==> config.mk <==
export PLATFORM = sky130hd
export DESIGN_NAME = dmc_channel_cfg
export DESIGN_NICKNAME = d
export VERILOG_FILES = /design/src/dmc_pkg.sv /design/src/dmc_fifo.sv /design/src/dmc_channel_cfg.sv
export VERILOG_INCLUDE_DIRS = /design/src
export SDC_FILE = /design/constraint.sdc
export NUM_CORES = 1
export LEC_CHECK = 0
export ABC_AREA = 0
export BUFFER_PORTS_ARGS = -buffer_cell sky130_fd_sc_hd__buf_2
export CORE_MARGIN = 5
export CORE_UTILIZATION = 60
export CTS_BUF_LIST = sky130_fd_sc_hd__clkbuf_8 sky130_fd_sc_hd__clkbuf_16
export CTS_CLUSTER_SIZE = 16
export DETAILED_ROUTE_END_ITERATION = 8
export HOLD_SLACK_MARGIN = 0.1
export PLACE_DENSITY = 0.82
export SETUP_SLACK_MARGIN = 0.02
export SYNTH_ARGS = -nofsm -noshare
export SYNTH_HDL_FRONTEND = slang
export SYNTH_SLANG_ARGS = --single-unit
==> constraint.sdc <==
create_clock -name ref_clk -period 22.4 [get_ports ref_clk]
set_input_delay 6.72 -clock ref_clk [delete_from_list [all_inputs] [get_ports ref_clk]]
set_output_delay 6.72 -clock ref_clk [all_outputs]
set_load 0.02 [all_outputs]
==> src/dmc_cfg.svh <==
/*
 * Constants for the channel mode and configuration block: port addresses,
 * field positions, reset values and cycle lengths in bus clocks.
 * Assumes it is included by bare name and defines nothing but macros.
 */
`ifndef DMC_CFG_SVH
`define DMC_CFG_SVH

// Write-only port addresses on the 16-bit I/O space
`define DMC_CMD_LO_ADDR 16'h0008
`define DMC_CMD_HI_ADDR 16'h00D0
`define DMC_MODE_LO_ADDR 16'h000B
`define DMC_MODE_HI_ADDR 16'h00D6
`define DMC_EXT_LO_ADDR 16'h040B
`define DMC_EXT_HI_ADDR 16'h04D6

// Group command field positions
`define DMC_CMD_ACKHI_BIT 7
`define DMC_CMD_SENSE_BIT 6
`define DMC_CMD_ROT_BIT 4
`define DMC_CMD_DIS_BIT 2

// Reset values of the per-channel data size field
`define DMC_SIZE_LO_RST 2'h0
`define DMC_SIZE_HI_RST 2'h1

// Transfer cycle lengths in bus clocks
`define DMC_CYC_COMPAT_SINGLE 4'h9
`define DMC_CYC_COMPAT_REP 4'h8
`define DMC_CYC_A_REP 4'h6
`define DMC_CYC_B_REP 4'h5
`define DMC_CYC_F_REP 4'h3
`define DMC_CYC_FAST_SINGLE_EXTRA 4'h1

`endif

==> src/dmc_pkg.sv <==
/*
 * Types shared by the channel configuration block and its testbench.
 * Assumes nothing beyond a SystemVerilog compiler.
 */
package dmc_pkg;

    // Transfer mode field
    typedef enum logic [1:0] {
        MD_DEMAND = 2'b00,
        MD_SINGLE = 2'b01,
        MD_BLOCK = 2'b10,
        MD_CASCADE = 2'b11
    } dmc_mode_e;

    // Transfer type field; code 11 must never be programmed
    typedef enum logic [1:0] {
        TT_VERIFY = 2'b00,
        TT_WRITE = 2'b01,
        TT_READ = 2'b10,
        TT_ILLEGAL = 2'b11
    } dmc_type_e;

    // Cycle timing field
    typedef enum logic [1:0] {
        TM_COMPAT = 2'b00,
        TM_A = 2'b01,
        TM_B = 2'b10,
        TM_F = 2'b11
    } dmc_timing_e;

    // Stored settings of one channel
    typedef struct packed {
        dmc_mode_e mode;
        logic addrDecr;
        logic autoInit;
        dmc_type_e xtype;
        logic eopIn;
        dmc_timing_e timing;
        logic [1:0] dataSize;
    } dmc_chcfg_s;

    // One port write as it travels through the FIFO
    typedef struct packed {
        logic [15:0] addr;
        logic [7:0] data;
    } dmc_wr_s;

endpackage : dmc_pkg

==> src/dmc_fifo.sv <==
/*
 * Shifting FIFO with registered head word, registered ready and valid.
 * Assumes one clock and an asynchronous active-high reset.
 */
`timescale 1ns/10ps
module dmc_fifo #(
    parameter int WIDTH = 24,
    parameter int DEPTH = 8
) (
    input wire logic ref_clk,
    input wire logic rst,
    input wire logic inValid,
    input wire logic [WIDTH-1:0] inData,
    output logic inReady,
    input wire logic outReady,
    output logic outValid,
    output logic [WIDTH-1:0] outData
);
    localparam int CW = $clog2(DEPTH + 1);
    localparam logic [CW-1:0] FULL = CW'(DEPTH);

    logic [WIDTH-1:0] mem_ff [DEPTH]; // Entry 0 is the head
    logic [CW-1:0] count_ff; // Words held
    logic inReady_ff;
    logic outValid_ff;
    wire push = inValid && inReady_ff;
    wire pop = outValid_ff && outReady;
    wire [CW-1:0] nxt_count = count_ff + CW'(push) - CW'(pop);
    // Pushed word lands behind the last one, one lower if the head leaves
    wire [CW-1:0] wrIdx = pop ? count_ff - CW'(1) : count_ff;

    assign inReady = inReady_ff;
    assign outValid = outValid_ff;
    assign outData = mem_ff[0];

    // Occupancy and the two registered handshake flags
    always_ff @(posedge ref_clk or posedge rst) begin
        if (rst) begin
            count_ff <= '0;
            inReady_ff <= 1'b1;
            outValid_ff <= 1'b0;
        end else begin
            count_ff <= nxt_count;
            inReady_ff <= (nxt_count != FULL);
            outValid_ff <= (nxt_count != '0);
        end
    end

    // Each entry loads the new word or its upper neighbour on a pop
    for (genvar i = 0; i < DEPTH; i++) begin : g_ent
        wire [WIDTH-1:0] upper;
        if (i == DEPTH - 1) begin : g_top
            assign upper = '0;
        end else begin : g_mid
            assign upper = mem_ff[i+1];
        end
        always_ff @(posedge ref_clk or posedge rst) begin
            if (rst) begin
                mem_ff[i] <= '0;
            end else if (push && wrIdx == CW'(i)) begin
                mem_ff[i] <= inData;
            end else if (pop) begin
                mem_ff[i] <= upper;
            end
        end
    end

endmodule : dmc_fifo

==> src/dmc_channel_cfg.sv <==
/*
 * Group command, channel mode and extended mode registers of a two-group,
 * eight-slot DMA engine, plus the decoded controls they steer.
 * Assumes port writes arrive from the host bridge on ref_clk, that the
 * arbiter and transfer engine share ref_clk, and that request and
 * end-of-process pins come from outside and are synchronised here.
 */
`timescale 1ns/10ps
`include "dmc_cfg.svh"

// Operation
// - Request sense bit 0 high active, 1 low
// - Priority bit picks fixed or rotating arbitration
// - Enable bit 1 disables group, reset enables
// - Upper group off also turns lower off
// - Mode write low bits select channel only
// - Reset or master clear zeroes channel mode
// - Channel four is always cascade
// - Mode field demand single block cascade
// - Direction bit 0 increments, 1 decrements
// - Autoinit restores base registers at terminal count
// - Type field verify write read, 11 illegal
// - Verify makes addresses but no command strobes
// - Cascade channels ignore the type field
// - Extended write low bits select channel only
// - Fast timing only to main memory
// - Extended settings loaded by reset only
// - Lower bytes, upper words, compatible, eop out
// - Per-channel bit sets end-of-process direction
// - Switch eop direction when acknowledge moves
// - Compatible timing nine single, eight repeated
// - Type A repeated cycles six clocks
// - Type B repeated cycles five clocks
// - Type F repeated cycles three clocks
// - Acknowledge polarity bit, low active default
module dmc_channel_cfg #(
    parameter int FIFO_DEPTH = 8
) (
    input wire logic ref_clk,
    input wire logic rst,
    // Port write from the host side
    input wire logic ioWrValid,
    input wire logic [15:0] ioAddr,
    input wire logic [7:0] ioWrData,
    output logic ioWrReady,
    input wire logic masterClr,
    input wire logic xferBusy,
    // Request pins and acknowledge grants
    input wire logic [7:0] dreqPin,
    input wire logic [7:0] ackGrant,
    output logic [7:0] chReq,
    output logic [7:0] ackPin,
    output logic [1:0] grpRotate,
    output logic [1:0] grpEnable,
    // Channel settings for the transfer engine
    output dmc_pkg::dmc_chcfg_s [7:0] chCfg,
    output logic [7:0] strobeEn,
    input wire logic [7:0] tcPulse,
    output logic [7:0] reloadPulse,
    // End-of-process pin as three signals
    input wire logic eopPinIn,
    output logic eopOut,
    output logic eopOe_n,
    // Cycle length of the channel being served
    input wire logic [2:0] actCh,
    input wire logic actRepeat,
    input wire logic actIsaMem,
    output logic [3:0] cycleLen
);

    // Drained write and its handshake
    dmc_pkg::dmc_wr_s fifoIn;
    dmc_pkg::dmc_wr_s wr;
    logic wrValid;
    wire wrPop = wrValid && !xferBusy; // Engine stalls config changes mid-cycle

    // Synchronisers; the meta stages feed only the second stages
    logic [7:0] reqMeta_ff;
    logic [7:0] reqSync_ff;
    logic eopMeta_ff;
    logic eopSync_ff;
    logic eopPrev_ff;

    // Group command state, index 0 lower group, 1 upper group
    logic [1:0] ackHigh_ff;
    logic [1:0] senseLow_ff;
    logic [1:0] rotate_ff;
    logic [1:0] disable_ff;
    logic [1:0] grpEnable_ff;

    // Per-channel state and registered outputs
    dmc_pkg::dmc_chcfg_s [7:0] cfg_ff;
    logic [7:0] chReq_ff;
    logic [7:0] ackPin_ff;
    logic [7:0] strobeEn_ff;
    logic [7:0] reload_ff;
    logic eopOut_ff;
    logic eopOe_n_ff;
    logic [2:0] actChPrev_ff;
    logic [3:0] cycleLen_ff;

    assign fifoIn = '{addr: ioAddr, data: ioWrData};

    // Writes are queued so a burst from the host does not wait on the engine
    dmc_fifo #(
        .WIDTH($bits(dmc_pkg::dmc_wr_s)),
        .DEPTH(FIFO_DEPTH)
    ) u_fifo (
        .ref_clk(ref_clk),
        .rst(rst),
        .inValid(ioWrValid),
        .inData(fifoIn),
        .inReady(ioWrReady),
        .outReady(!xferBusy),
        .outValid(wrValid),
        .outData(wr)
    );

    // Two-stage synchronisers for the pins
    always_ff @(posedge ref_clk or posedge rst) begin
        if (rst) begin
            reqMeta_ff <= 8'h00;
            reqSync_ff <= 8'h00;
            eopMeta_ff <= 1'b0;
            eopSync_ff <= 1'b0;
            eopPrev_ff <= 1'b0;
        end else begin
            reqMeta_ff <= dreqPin;
            reqSync_ff <= reqMeta_ff;
            eopMeta_ff <= eopPinIn;
            eopSync_ff <= eopMeta_ff;
            eopPrev_ff <= eopSync_ff;
        end
    end

    // Rising edge of a slave-driven end-of-process
    wire eopRise = eopSync_ff && !eopPrev_ff;

    // Upper group off pulls the lower group down too, it hangs off channel four
    wire [1:0] nxt_grpEnable = {!disable_ff[1], !disable_ff[0] && !disable_ff[1]};

    // Group command registers
    for (genvar g = 0; g < 2; g++) begin : g_grp
        localparam logic [15:0] CMD_ADDR = (g == 0) ? `DMC_CMD_LO_ADDR : `DMC_CMD_HI_ADDR;
        wire wrCmd = wrPop && (wr.addr == CMD_ADDR);
        // Reserved bits 5, 3, 1 and 0 are simply not stored
        always_ff @(posedge ref_clk or posedge rst) begin
            if (rst) begin
                ackHigh_ff[g] <= 1'b0;
                senseLow_ff[g] <= 1'b0;
                rotate_ff[g] <= 1'b0;
                disable_ff[g] <= 1'b0;
            end else if (masterClr) begin
                ackHigh_ff[g] <= 1'b0;
                senseLow_ff[g] <= 1'b0;
                rotate_ff[g] <= 1'b0;
                disable_ff[g] <= 1'b0;
            end else if (wrCmd) begin
                ackHigh_ff[g] <= wr.data[`DMC_CMD_ACKHI_BIT];
                senseLow_ff[g] <= wr.data[`DMC_CMD_SENSE_BIT];
                rotate_ff[g] <= wr.data[`DMC_CMD_ROT_BIT];
                disable_ff[g] <= wr.data[`DMC_CMD_DIS_BIT];
            end
        end
    end

    // Per-channel mode and extended mode registers
    for (genvar i = 0; i < 8; i++) begin : g_ch
        localparam int G = i / 4;
        localparam logic [1:0] SUB = 2'(i % 4);
        localparam logic [15:0] MODE_ADDR = (G == 0) ? `DMC_MODE_LO_ADDR : `DMC_MODE_HI_ADDR;
        localparam logic [15:0] EXT_ADDR = (G == 0) ? `DMC_EXT_LO_ADDR : `DMC_EXT_HI_ADDR;
        localparam logic [1:0] SIZE_RST = (G == 0) ? `DMC_SIZE_LO_RST : `DMC_SIZE_HI_RST;
        // Channel four is locked to cascade, whatever software writes
        localparam dmc_pkg::dmc_mode_e MODE_RST =
            (i == 4) ? dmc_pkg::MD_CASCADE : dmc_pkg::MD_DEMAND;
        // Low two data bits pick the channel and are never stored
        wire selHit = (wr.data[1:0] == SUB);
        wire wrMode = wrPop && (wr.addr == MODE_ADDR) && selHit;
        wire wrExt = wrPop && (wr.addr == EXT_ADDR) && selHit;
        wire dmc_pkg::dmc_mode_e wrModeVal =
            (i == 4) ? dmc_pkg::MD_CASCADE : dmc_pkg::dmc_mode_e'(wr.data[7:6]);

        // Mode fields: cleared by reset or master clear
        always_ff @(posedge ref_clk or posedge rst) begin
            if (rst) begin
                cfg_ff[i].mode <= MODE_RST;
                cfg_ff[i].addrDecr <= 1'b0;
                cfg_ff[i].autoInit <= 1'b0;
                cfg_ff[i].xtype <= dmc_pkg::TT_VERIFY;
            end else if (masterClr) begin
                cfg_ff[i].mode <= MODE_RST;
                cfg_ff[i].addrDecr <= 1'b0;
                cfg_ff[i].autoInit <= 1'b0;
                cfg_ff[i].xtype <= dmc_pkg::TT_VERIFY;
            end else if (wrMode) begin
                cfg_ff[i].mode <= wrModeVal;
                cfg_ff[i].addrDecr <= wr.data[5];
                cfg_ff[i].autoInit <= wr.data[4];
                cfg_ff[i].xtype <= dmc_pkg::dmc_type_e'(wr.data[3:2]);
            end
        end

        // Extended fields: only reset loads defaults, master clear leaves them
        always_ff @(posedge ref_clk or posedge rst) begin
            if (rst) begin
                cfg_ff[i].eopIn <= 1'b0;
                cfg_ff[i].timing <= dmc_pkg::TM_COMPAT;
                cfg_ff[i].dataSize <= SIZE_RST;
            end else if (wrExt) begin
                cfg_ff[i].eopIn <= wr.data[6];
                cfg_ff[i].timing <= dmc_pkg::dmc_timing_e'(wr.data[5:4]);
                cfg_ff[i].dataSize <= wr.data[3:2]; // Bit 7 reserved, dropped
            end
        end

        // Decoded per-channel controls
        wire reqLevel = reqSync_ff[i] ^ senseLow_ff[G];
        wire nxt_req = reqLevel && grpEnable_ff[G];
        wire nxt_ack = ackHigh_ff[G] ? ackGrant[i] : !ackGrant[i];
        // Verify moves no data, and a cascaded slave drives its own strobes
        wire nxt_strobe = (cfg_ff[i].mode != dmc_pkg::MD_CASCADE) &&
                          (cfg_ff[i].xtype != dmc_pkg::TT_VERIFY);
        // Terminal count, or a slave end-of-process while this channel owns the bus
        wire endEvt = tcPulse[i] || (cfg_ff[i].eopIn && ackGrant[i] && eopRise);
        wire nxt_reload = cfg_ff[i].autoInit && endEvt;

        always_ff @(posedge ref_clk or posedge rst) begin
            if (rst) begin
                chReq_ff[i] <= 1'b0;
                ackPin_ff[i] <= 1'b1;
                strobeEn_ff[i] <= 1'b0;
                reload_ff[i] <= 1'b0;
            end else begin
                chReq_ff[i] <= nxt_req;
                ackPin_ff[i] <= nxt_ack;
                strobeEn_ff[i] <= nxt_strobe;
                reload_ff[i] <= nxt_reload;
            end
        end
    end

    // End-of-process direction follows the acknowledged channel; it only
    // changes when the grant moves, so a mid-transfer write cannot flip it
    wire ackMoved = (actCh != actChPrev_ff);
    wire nxt_eopOe_n = ackMoved ? cfg_ff[actCh].eopIn : eopOe_n_ff;
    // While driving, the pin idles low so an overlap with a slave is harmless
    wire nxt_eopOut = !nxt_eopOe_n && tcPulse[actCh];

    always_ff @(posedge ref_clk or posedge rst) begin
        if (rst) begin
            actChPrev_ff <= 3'h0;
            eopOe_n_ff <= 1'b0;
            eopOut_ff <= 1'b0;
            grpEnable_ff <= 2'h3;
        end else begin
            actChPrev_ff <= actCh;
            eopOe_n_ff <= nxt_eopOe_n;
            eopOut_ff <= nxt_eopOut;
            grpEnable_ff <= nxt_grpEnable;
        end
    end

    // Cycle length of the served channel; expansion-bus memory forces compatible
    wire dmc_pkg::dmc_timing_e effTiming =
        actIsaMem ? dmc_pkg::TM_COMPAT : cfg_ff[actCh].timing;
    logic [3:0] repLen;
    always_comb begin
        unique case (effTiming)
            dmc_pkg::TM_COMPAT: repLen = `DMC_CYC_COMPAT_REP;
            dmc_pkg::TM_A: repLen = `DMC_CYC_A_REP;
            dmc_pkg::TM_B: repLen = `DMC_CYC_B_REP;
            dmc_pkg::TM_F: repLen = `DMC_CYC_F_REP;
        endcase
    end
    // Only the compatible single cycle is fixed; fast singles add one clock
    wire [3:0] singleLen = (effTiming == dmc_pkg::TM_COMPAT) ? `DMC_CYC_COMPAT_SINGLE :
                           repLen + `DMC_CYC_FAST_SINGLE_EXTRA;
    wire [3:0] nxt_cycleLen = actRepeat ? repLen : singleLen;

    always_ff @(posedge ref_clk or posedge rst) begin
        if (rst) begin
            cycleLen_ff <= `DMC_CYC_COMPAT_SINGLE;
        end else begin
            cycleLen_ff <= nxt_cycleLen;
        end
    end

    // Outputs, all straight from flip-flops
    assign chReq = chReq_ff;
    assign ackPin = ackPin_ff;
    assign grpRotate = rotate_ff;
    assign grpEnable = grpEnable_ff;
    assign chCfg = cfg_ff;
    assign strobeEn = strobeEn_ff;
    assign reloadPulse = reload_ff;
    assign eopOut = eopOut_ff;
    assign eopOe_n = eopOe_n_ff;
    assign cycleLen = cycleLen_ff;
endmodule : dmc_channel_cfg

==> flow_metrics.py, run 1 <==
metrics = {
    "outcome": {
        "status": "completed",
    },
    "synthesis": {
        "ys_warn_count": 0,
        "yosys.area_share.adder": 0.00933,
        "synthXorXnorAreaFrac": 0.0129,
        "synth_top_family_by_area": "multiplexers",
        "synthCells": 1168,
        "ys_seq_area_frac": 0.569,
        "synth-compound-area-share": 0.00997,
        "syn_area_um2": 15600,
        "synthSimpleGateAreaFrac": 0.0562,
        "synth-seq-cells": 353,
        "synthMuxAreaShare": 0.311,
        "ys.flop_type": "dfrtp_1",
        "synth_edf_count": 0,
        "async_reset_ff_frac": 1.00,
        "avgSynthCellArea_um2": 13.3,
        "ys_types": 50,
    },
    "timing": {
        "post-route-min-period_ps": 9850,
        "relSlewSlack": 0.190,
        "fmax_mhz": 101,
        "finalHoldViolations": 0,
        "finalSetupTns_ps": 0,
        "worst_pin_slew_ps": 1210,
        "rsz0062_at_grt": "no",
        "setup_viol": 0,
        "finalCritPeriodShare": 0.440,
        "finClkSkew_ps": 21.4,
        "slew_viol_final": 0,
    },
    "floorplan": {
        "dieArea_um2": 29300,
        "ios": 190,
        "rows": 59,
        "start_util": 0.604,
        "core_um2": 25800,
        "die_w_um": 171,
        "die_y_um": 171,
    },
    "critical_path": {
        "cpMostUsedCell": "buf_4",
        "cp_top_family": "buffers and inverters",
        "timing.rr.start": "u_fifo.outValid$_DFF_PP0_",
        "cpPeakStageDelay_ps": 830,
        "worstPathArrival_ps": 10290,
        "crit_chain": "buf_2 > nor2b_4 > buf_4 > buf_4 > nand2_1 > o22ai_1 > and3b_1 > buf_4 > mux2i_1",
        "r2r_end": "u_fifo.g_ent[3].upper[16]$_DFFE_PP0P_",
        "required_ps": 22840,
        "reg2reg_slack_ps": 18430,
        "ff2ff_path_depth": 8,
        "critPathMaxFanout": 54,
        "path_buf_inv": 4,
        "path_class": "in2reg",
        "crit_slowest_cell": "buf_4",
        "end_kind": "register",
        "startpoint_type": "input port",
    },
    "drt": {
        "viasPerCell": 5.78,
        "dr.first_iter.drc_count": 628,
        "antenna_left": 0,
        "drt_wl_total_um": 35400,
        "via_count": 9789,
        "drc_errors": 0,
        "wl_per_cell_um": 20.9,
        "dr.pass1.iters": 5,
    },
    "worst_hold_path": {
        "hold_start": "reqMeta_ff[5]$_DFF_PP0_",
        "hp-class": "reg2reg",
        "whs_path_depth": 0,
        "holdPathEnd": "reqSync_ff[5]$_DFF_PP0_",
    },
    "global_route": {
        "grt_usage": 0.242,
        "grt_overflow_total": 0,
        "antenna_found_initial": 0,
        "grt_pass1_vias": 10100,
        "grt_pass1_wl_um": 56400,
        "grt_max_degree": 128,
    },
    "clock_tree": {
        "ctsLongestPathBuffers": 3,
        "insertion_delay_ps": 530,
        "cts-root-buf": "clkbuf_16",
        "path_clk_slew_ps": 60,
        "cts_sinks": 353,
        "cts_setup_buffers": 0,
        "h-tree-depth": 2,
        "cts_buffers": 37,
        "cts_tree": "built",
        "cts_resized": 0,
        "cts_hold_buf": 0,
    },
    "power_and_ir_drop": {
        "total_leakage_power_nw": 10.0,
        "powerDensity_nw_per_um2": 107,
        "vdd_drop_max_mv": 0.0680,
    },
    "cells_and_area": {
        "final_util": 0.696,
        "drive_gt1_frac": 0.237,
        "layout.cells.non_filler": 1695,
        "syn_to_final_growth_pct": 15.3,
        "final_common_cell": "mux2i_1",
        "fill_cells": 1781,
        "layout_common_cells": "mux2i_1 (417), dfrtp_1 (336), buf_2 (186), nor2_1 (73), inv_1 (43)",
        "antenna_cells": 0,
        "final_nets": 1401,
    },
    "placement": {
        "numPortBuffers": 186,
        "gp_congestion": 0.901,
        "dp_hpwl_um": 23100,
        "dp_cells": 1627,
    },
    "job": {
        "cap_violations": 0,
    },
}
[per-layer routing]
layer / global-route usage / up-vias / wire length, um / share of wire
met2: 0.409 / 281 / 17400 / 0.49
met5: 0 / - / 0 / 0
met1: 0.332 / 5046 / 15100 / 0.43
li1: - / 4402 / - / -
met4: 0.0692 / 0 / 853 / 0.024
met3: 0.0328 / 60 / 2000 / 0.057
[logic make-up (layout without fill, tap and decap cells)]
group | Yosys count | in the layout
flops | 353 | 353
fa+ha+maj | 11 | 11
xor+xnor | 23 | 23
simple gates | 176 | 176
buf+inv | 110 | 301
other cells | 2 | 3
compound gates | 25 | 25
mux | 468 | 468
[sequential cells by signal, summed over array words and instances, names as in the netlist, 8 cells and up]
name / count
u_fifo.outData: 24
u_fifo.g_ent.upper: 168
chReq: 8
reqSync_ff: 8
chCfg: 86
reqMeta_ff: 8
reloadPulse: 8
ackPin: 8
[cell type report]
| type | count | area, um2 | area share |
|---|---|---|---|
| flip-flops and latches | 353 | 8850 | 0.494 |
| clock inverters | 27 | 282 | 0.0157 |
| inverters | 35 | 139 | 0.00774 |
| repair buffers | 198 | 1020 | 0.0569 |
| clock buffers | 41 | 981 | 0.0547 |
| multi-input cells | 706 | 6250 | 0.348 |
| well taps | 335 | 419 | 0.0234 |
[Yosys cell counts, types with 4 or more instances]
master      n  area share
mux2i_1   417        0.27
nand2_2     4      0.0016
mux4_2      8       0.012
inv_1      35      0.0084
nor2_1     73       0.018
buf_4       9      0.0043
clkbuf_1   41      0.0099
and2_1      9      0.0036
xnor2_1    14      0.0079
dfstp_2    17       0.029
buf_1       4     0.00096
xor2_1      9      0.0051
nor2b_1    12      0.0048
a31oi_1     8      0.0032
mux2_1     20       0.014
buf_2      19      0.0061
mux2_2     23       0.017
nand4_1     9      0.0036
a21oi_1     9      0.0029
ha_1       10      0.0080
dfrtp_1   336        0.54
nand2_1    37      0.0089
[worst max path at each step]
| stage | depth (start not counted) | from | slack (ps) | to |
|---|---|---|---|---|
| after floorplan | 1 | rst | 5920 | ackHigh_ff[0]$_DFFE_PP0P_ |
| after global placement | 9 | xferBusy | 12090 | u_fifo.g_ent[3].upper[3]$_DFFE_PP0P_ |
| after detailed placement | 9 | xferBusy | 12030 | u_fifo.g_ent[3].upper[16]$_DFFE_PP0P_ |
| after CTS | 9 | xferBusy | 12590 | u_fifo.g_ent[3].upper[8]$_DFFE_PP0P_ |
| after global routing | 9 | xferBusy | 12340 | u_fifo.g_ent[3].upper[3]$_DFFE_PP0P_ |
| final | 9 | xferBusy | 12550 | u_fifo.g_ent[3].upper[16]$_DFFE_PP0P_ |
[metrics by stage]
stage / hold WS, ps / power, mW / instance area (um2) / setup slack, ps
final: 329 / 1.93 / 17900 / 12550
after global routing: 337 / 2.03 / 17900 / 12340
after CTS: 338 / 1.94 / 17900 / 12590
after detailed placement: 336 / 1.31 / 16700 / 12030
after global placement: 332 / 1.28 / 16700 / 12090
after floorplan: 331 / 1.19 / 15600 / 5920
[worst reg2reg max path: cells and delay by family (launching register included)]
| family | cells | cell delay [ps] |
|---|---|---|
| flip-flops | 1 | 400 |
| AO/OA/AOI/OAI | 1 | 260 |
| multiplexers | 1 | 240 |
| buffers and inverters | 3 | 1930 |
| AND/OR/NAND/NOR | 3 | 1060 |
[power breakdown]
group          total (mW)  switching [mW]  internal (mW)
logic               0.385           0.205          0.179
registers           0.915           0.128          0.787
clock network       0.627           0.251          0.376
(Power assumes the default switching activity.)
==> inputs of run 2 (changes only) <==
CORE_UTILIZATION = 58   (was 60)
PLACE_DENSITY = 0.8   (was 0.82)
clock period = 9.6 ns   (was 22.4 ns; I/O delays follow)
==> run 2 against run 1 <==
Routed wire length decreased by 0.50%. Count of clock-buffer cells in the layout increased by 2. Power increased by 130%. Final cell count increased by 0.12%. First-iteration DRC count decreased by 4.0%. Sequential share of layout area increased by 0.32 points. Critical path depth decreased by 1. Utilization decreased by 2.8 points. Clock power increased by 110%. Non-clock buffer count increased by 1. Clock skew decreased by 2.7 ps. Flip-flop and latch count unchanged. Largest cell class unchanged. Highest routed layer unchanged.
==> flow_metrics.py, run 2 (synthesized netlist as in run 1, its figures left out) <==
metrics = {
    "outcome": {
        "status": "completed",
    },
    "cells_and_area": {
        "design_area_um2": 17800,
        "antenna_cells": 0,
        "largest_reg_flops": 168,
        "layout_common_cells": "mux2i_1 (417), dfrtp_1 (336), buf_2 (186), nor2_1 (73), inv_1 (48)",
        "final_nets": 1401,
        "final_util": 0.669,
        "syn_to_final_growth_pct": 14.5,
        "layout.cells.non_filler": 1697,
        "drive_gt1_frac": 0.231,
        "final_common_cell": "mux2i_1",
        "fill_cells": 1933,
    },
    "power_and_ir_drop": {
        "swShare": 0.309,
        "p_clk_frac": 0.307,
        "fin_total_pwr_mw": 4.37,
        "powerDensity_nw_per_um2": 245,
        "vdd_drop_max_mv": 0.161,
        "pwr-share-comb": 0.205,
        "cell_internal_pwr_mw": 3.02,
        "total_leakage_power_nw": 9.95,
        "power_frac_seq": 0.487,
        "p_switching_mw": 1.35,
    },
    "critical_path": {
        "cpPeakStageDelay_ps": 840,
        "required_ps": 10030,
        "crit_chain": "buf_2 > nor2b_4 > buf_4 > nand4_1 > a21oi_2 > nor3b_2 > buf_4 > mux2i_1",
        "cpMostUsedCell": "buf_4",
        "reg2reg_slack_ps": 6190,
        "timing.rr.start": "u_fifo.outValid$_DFF_PP0_",
        "critPathMaxFanout": 45,
        "end_kind": "register",
        "startpoint_type": "input port",
        "cp_top_family": "buffers and inverters",
        "path_buf_inv": 3,
        "worstPathArrival_ps": 5870,
        "worst-path-stages": 8,
        "path_class": "in2reg",
        "ff2ff_path_depth": 7,
        "crit_slowest_cell": "nor3b_2",
        "r2r_end": "u_fifo.g_ent[0].upper[11]$_DFFE_PP0P_",
    },
    "drt": {
        "drt_wl_total_um": 35200,
        "wl_per_cell_um": 20.7,
        "wl_met1_um": 15200,
        "antenna_left": 0,
        "via_count": 9735,
        "dr.first_iter.drc_count": 603,
        "wl_met3_um": 1960,
        "drc_errors": 0,
        "highest_layer": "met4",
        "viasPerCell": 5.74,
        "dr.pass1.iters": 5,
        "dr_wl_met2_um": 17300,
    },
    "clock_tree": {
        "cts_tree": "built",
        "cts_sinks": 353,
        "cts_hold_buf": 0,
        "ctsLongestPathBuffers": 3,
        "cts_setup_buffers": 0,
        "cts_buffers": 36,
        "cts-root-buf": "clkbuf_16",
        "path_clk_slew_ps": 60,
        "cts_resized": 0,
        "h-tree-depth": 2,
        "insertion_delay_ps": 530,
    },
    "timing": {
        "whs_ps": 339,
        "finalCritPeriodShare": 0.567,
        "relSlewSlack": 0.310,
        "setup_viol": 0,
        "finalHoldViolations": 0,
        "finClkSkew_ps": 18.7,
        "worst_pin_slew_ps": 1030,
        "rsz0062_at_grt": "no",
        "fmax_mhz": 184,
        "fin_ws_ps": 4150,
        "slew_viol_final": 0,
        "post-route-min-period_ps": 5450,
        "finalSetupTns_ps": 0,
    },
    "placement": {
        "dp_hpwl_um": 23000,
        "dpl_cell_area_um2": 16700,
        "post-place-ws_ps": 3620,
        "gp_congestion": 0.872,
        "numPortBuffers": 186,
        "dp_cells": 1634,
    },
    "worst_hold_path": {
        "hold_start": "reqMeta_ff[6]$_DFF_PP0_",
        "hp-class": "reg2reg",
        "holdPathEnd": "reqSync_ff[6]$_DFF_PP0_",
        "whs_path_depth": 0,
    },
    "job": {
        "cap_violations": 0,
    },
    "global_route": {
        "grt_usage": 0.234,
        "grt_pass1_wl_um": 57500,
        "grt_overflow_total": 0,
        "grt_max_degree": 84,
        "antenna_found_initial": 0,
        "grt_pass1_vias": 10300,
    },
    "floorplan": {
        "dieArea_um2": 30200,
        "die_y_um": 174,
        "start_util": 0.584,
        "core_um2": 26700,
        "rows": 60,
        "ios": 190,
        "die_w_um": 174,
    },
}
[run 2: area by class of cell]
cell class,instances,area (um2),area share
clock inverter,20,138,0.00772
timing repair buffer,199,1030,0.0577
clock buffer,43,997,0.0559
tap,341,427,0.0239
sequential,353,8850,0.497
multi-input combinational,706,6250,0.350
inverter,35,135,0.00758
[run 2: metal layers]
metal,track usage,up-vias
li1,-,4394
met1,0.317,4990
met2,0.397,301
met3,0.0401,50
met4,0.0594,0
met5,0,-
[run 2: worst max path at each step]
stage                  start                                     to  slack (ps)
detailed placement  xferBusy  u_fifo.g_ent[0].upper[20]$_DFFE_PP0P_        3620
CTS                 xferBusy  u_fifo.g_ent[0].upper[11]$_DFFE_PP0P_        4140
finish              xferBusy  u_fifo.g_ent[0].upper[11]$_DFFE_PP0P_        4150
floorplan                rst              ackHigh_ff[0]$_DFFE_PP0P_        2010
global placement    xferBusy   u_fifo.g_ent[0].upper[4]$_DFFE_PP0P_        3750
global route        xferBusy  u_fifo.g_ent[0].upper[11]$_DFFE_PP0P_        3990
[run 2: power groups by stage]
| stage | logic (mW) | clock network [mW] | registers, mW |
|---|---|---|---|
| 6_report | 0.897 | 1.34 | 2.13 |
| 3_5_place_dp | 0.899 | 0 | 2.15 |
| 4_1_cts | 0.906 | 1.37 | 2.13 |
| 3_3_place_gp | 0.851 | 0 | 2.14 |
| 2_1_floorplan | 0.770 | 0 | 2.01 |
| 5_1_grt | 1.00 | 1.43 | 2.18 |
[run 2: worst register-to-register path, stage by stage, from the launching register on]
cell	delay, ps
dfrtp_1	410
nor2b_4	160
buf_4	590
nand4_1	220
a21oi_2	370
nor3b_2	840
buf_4	470
mux2i_1	260
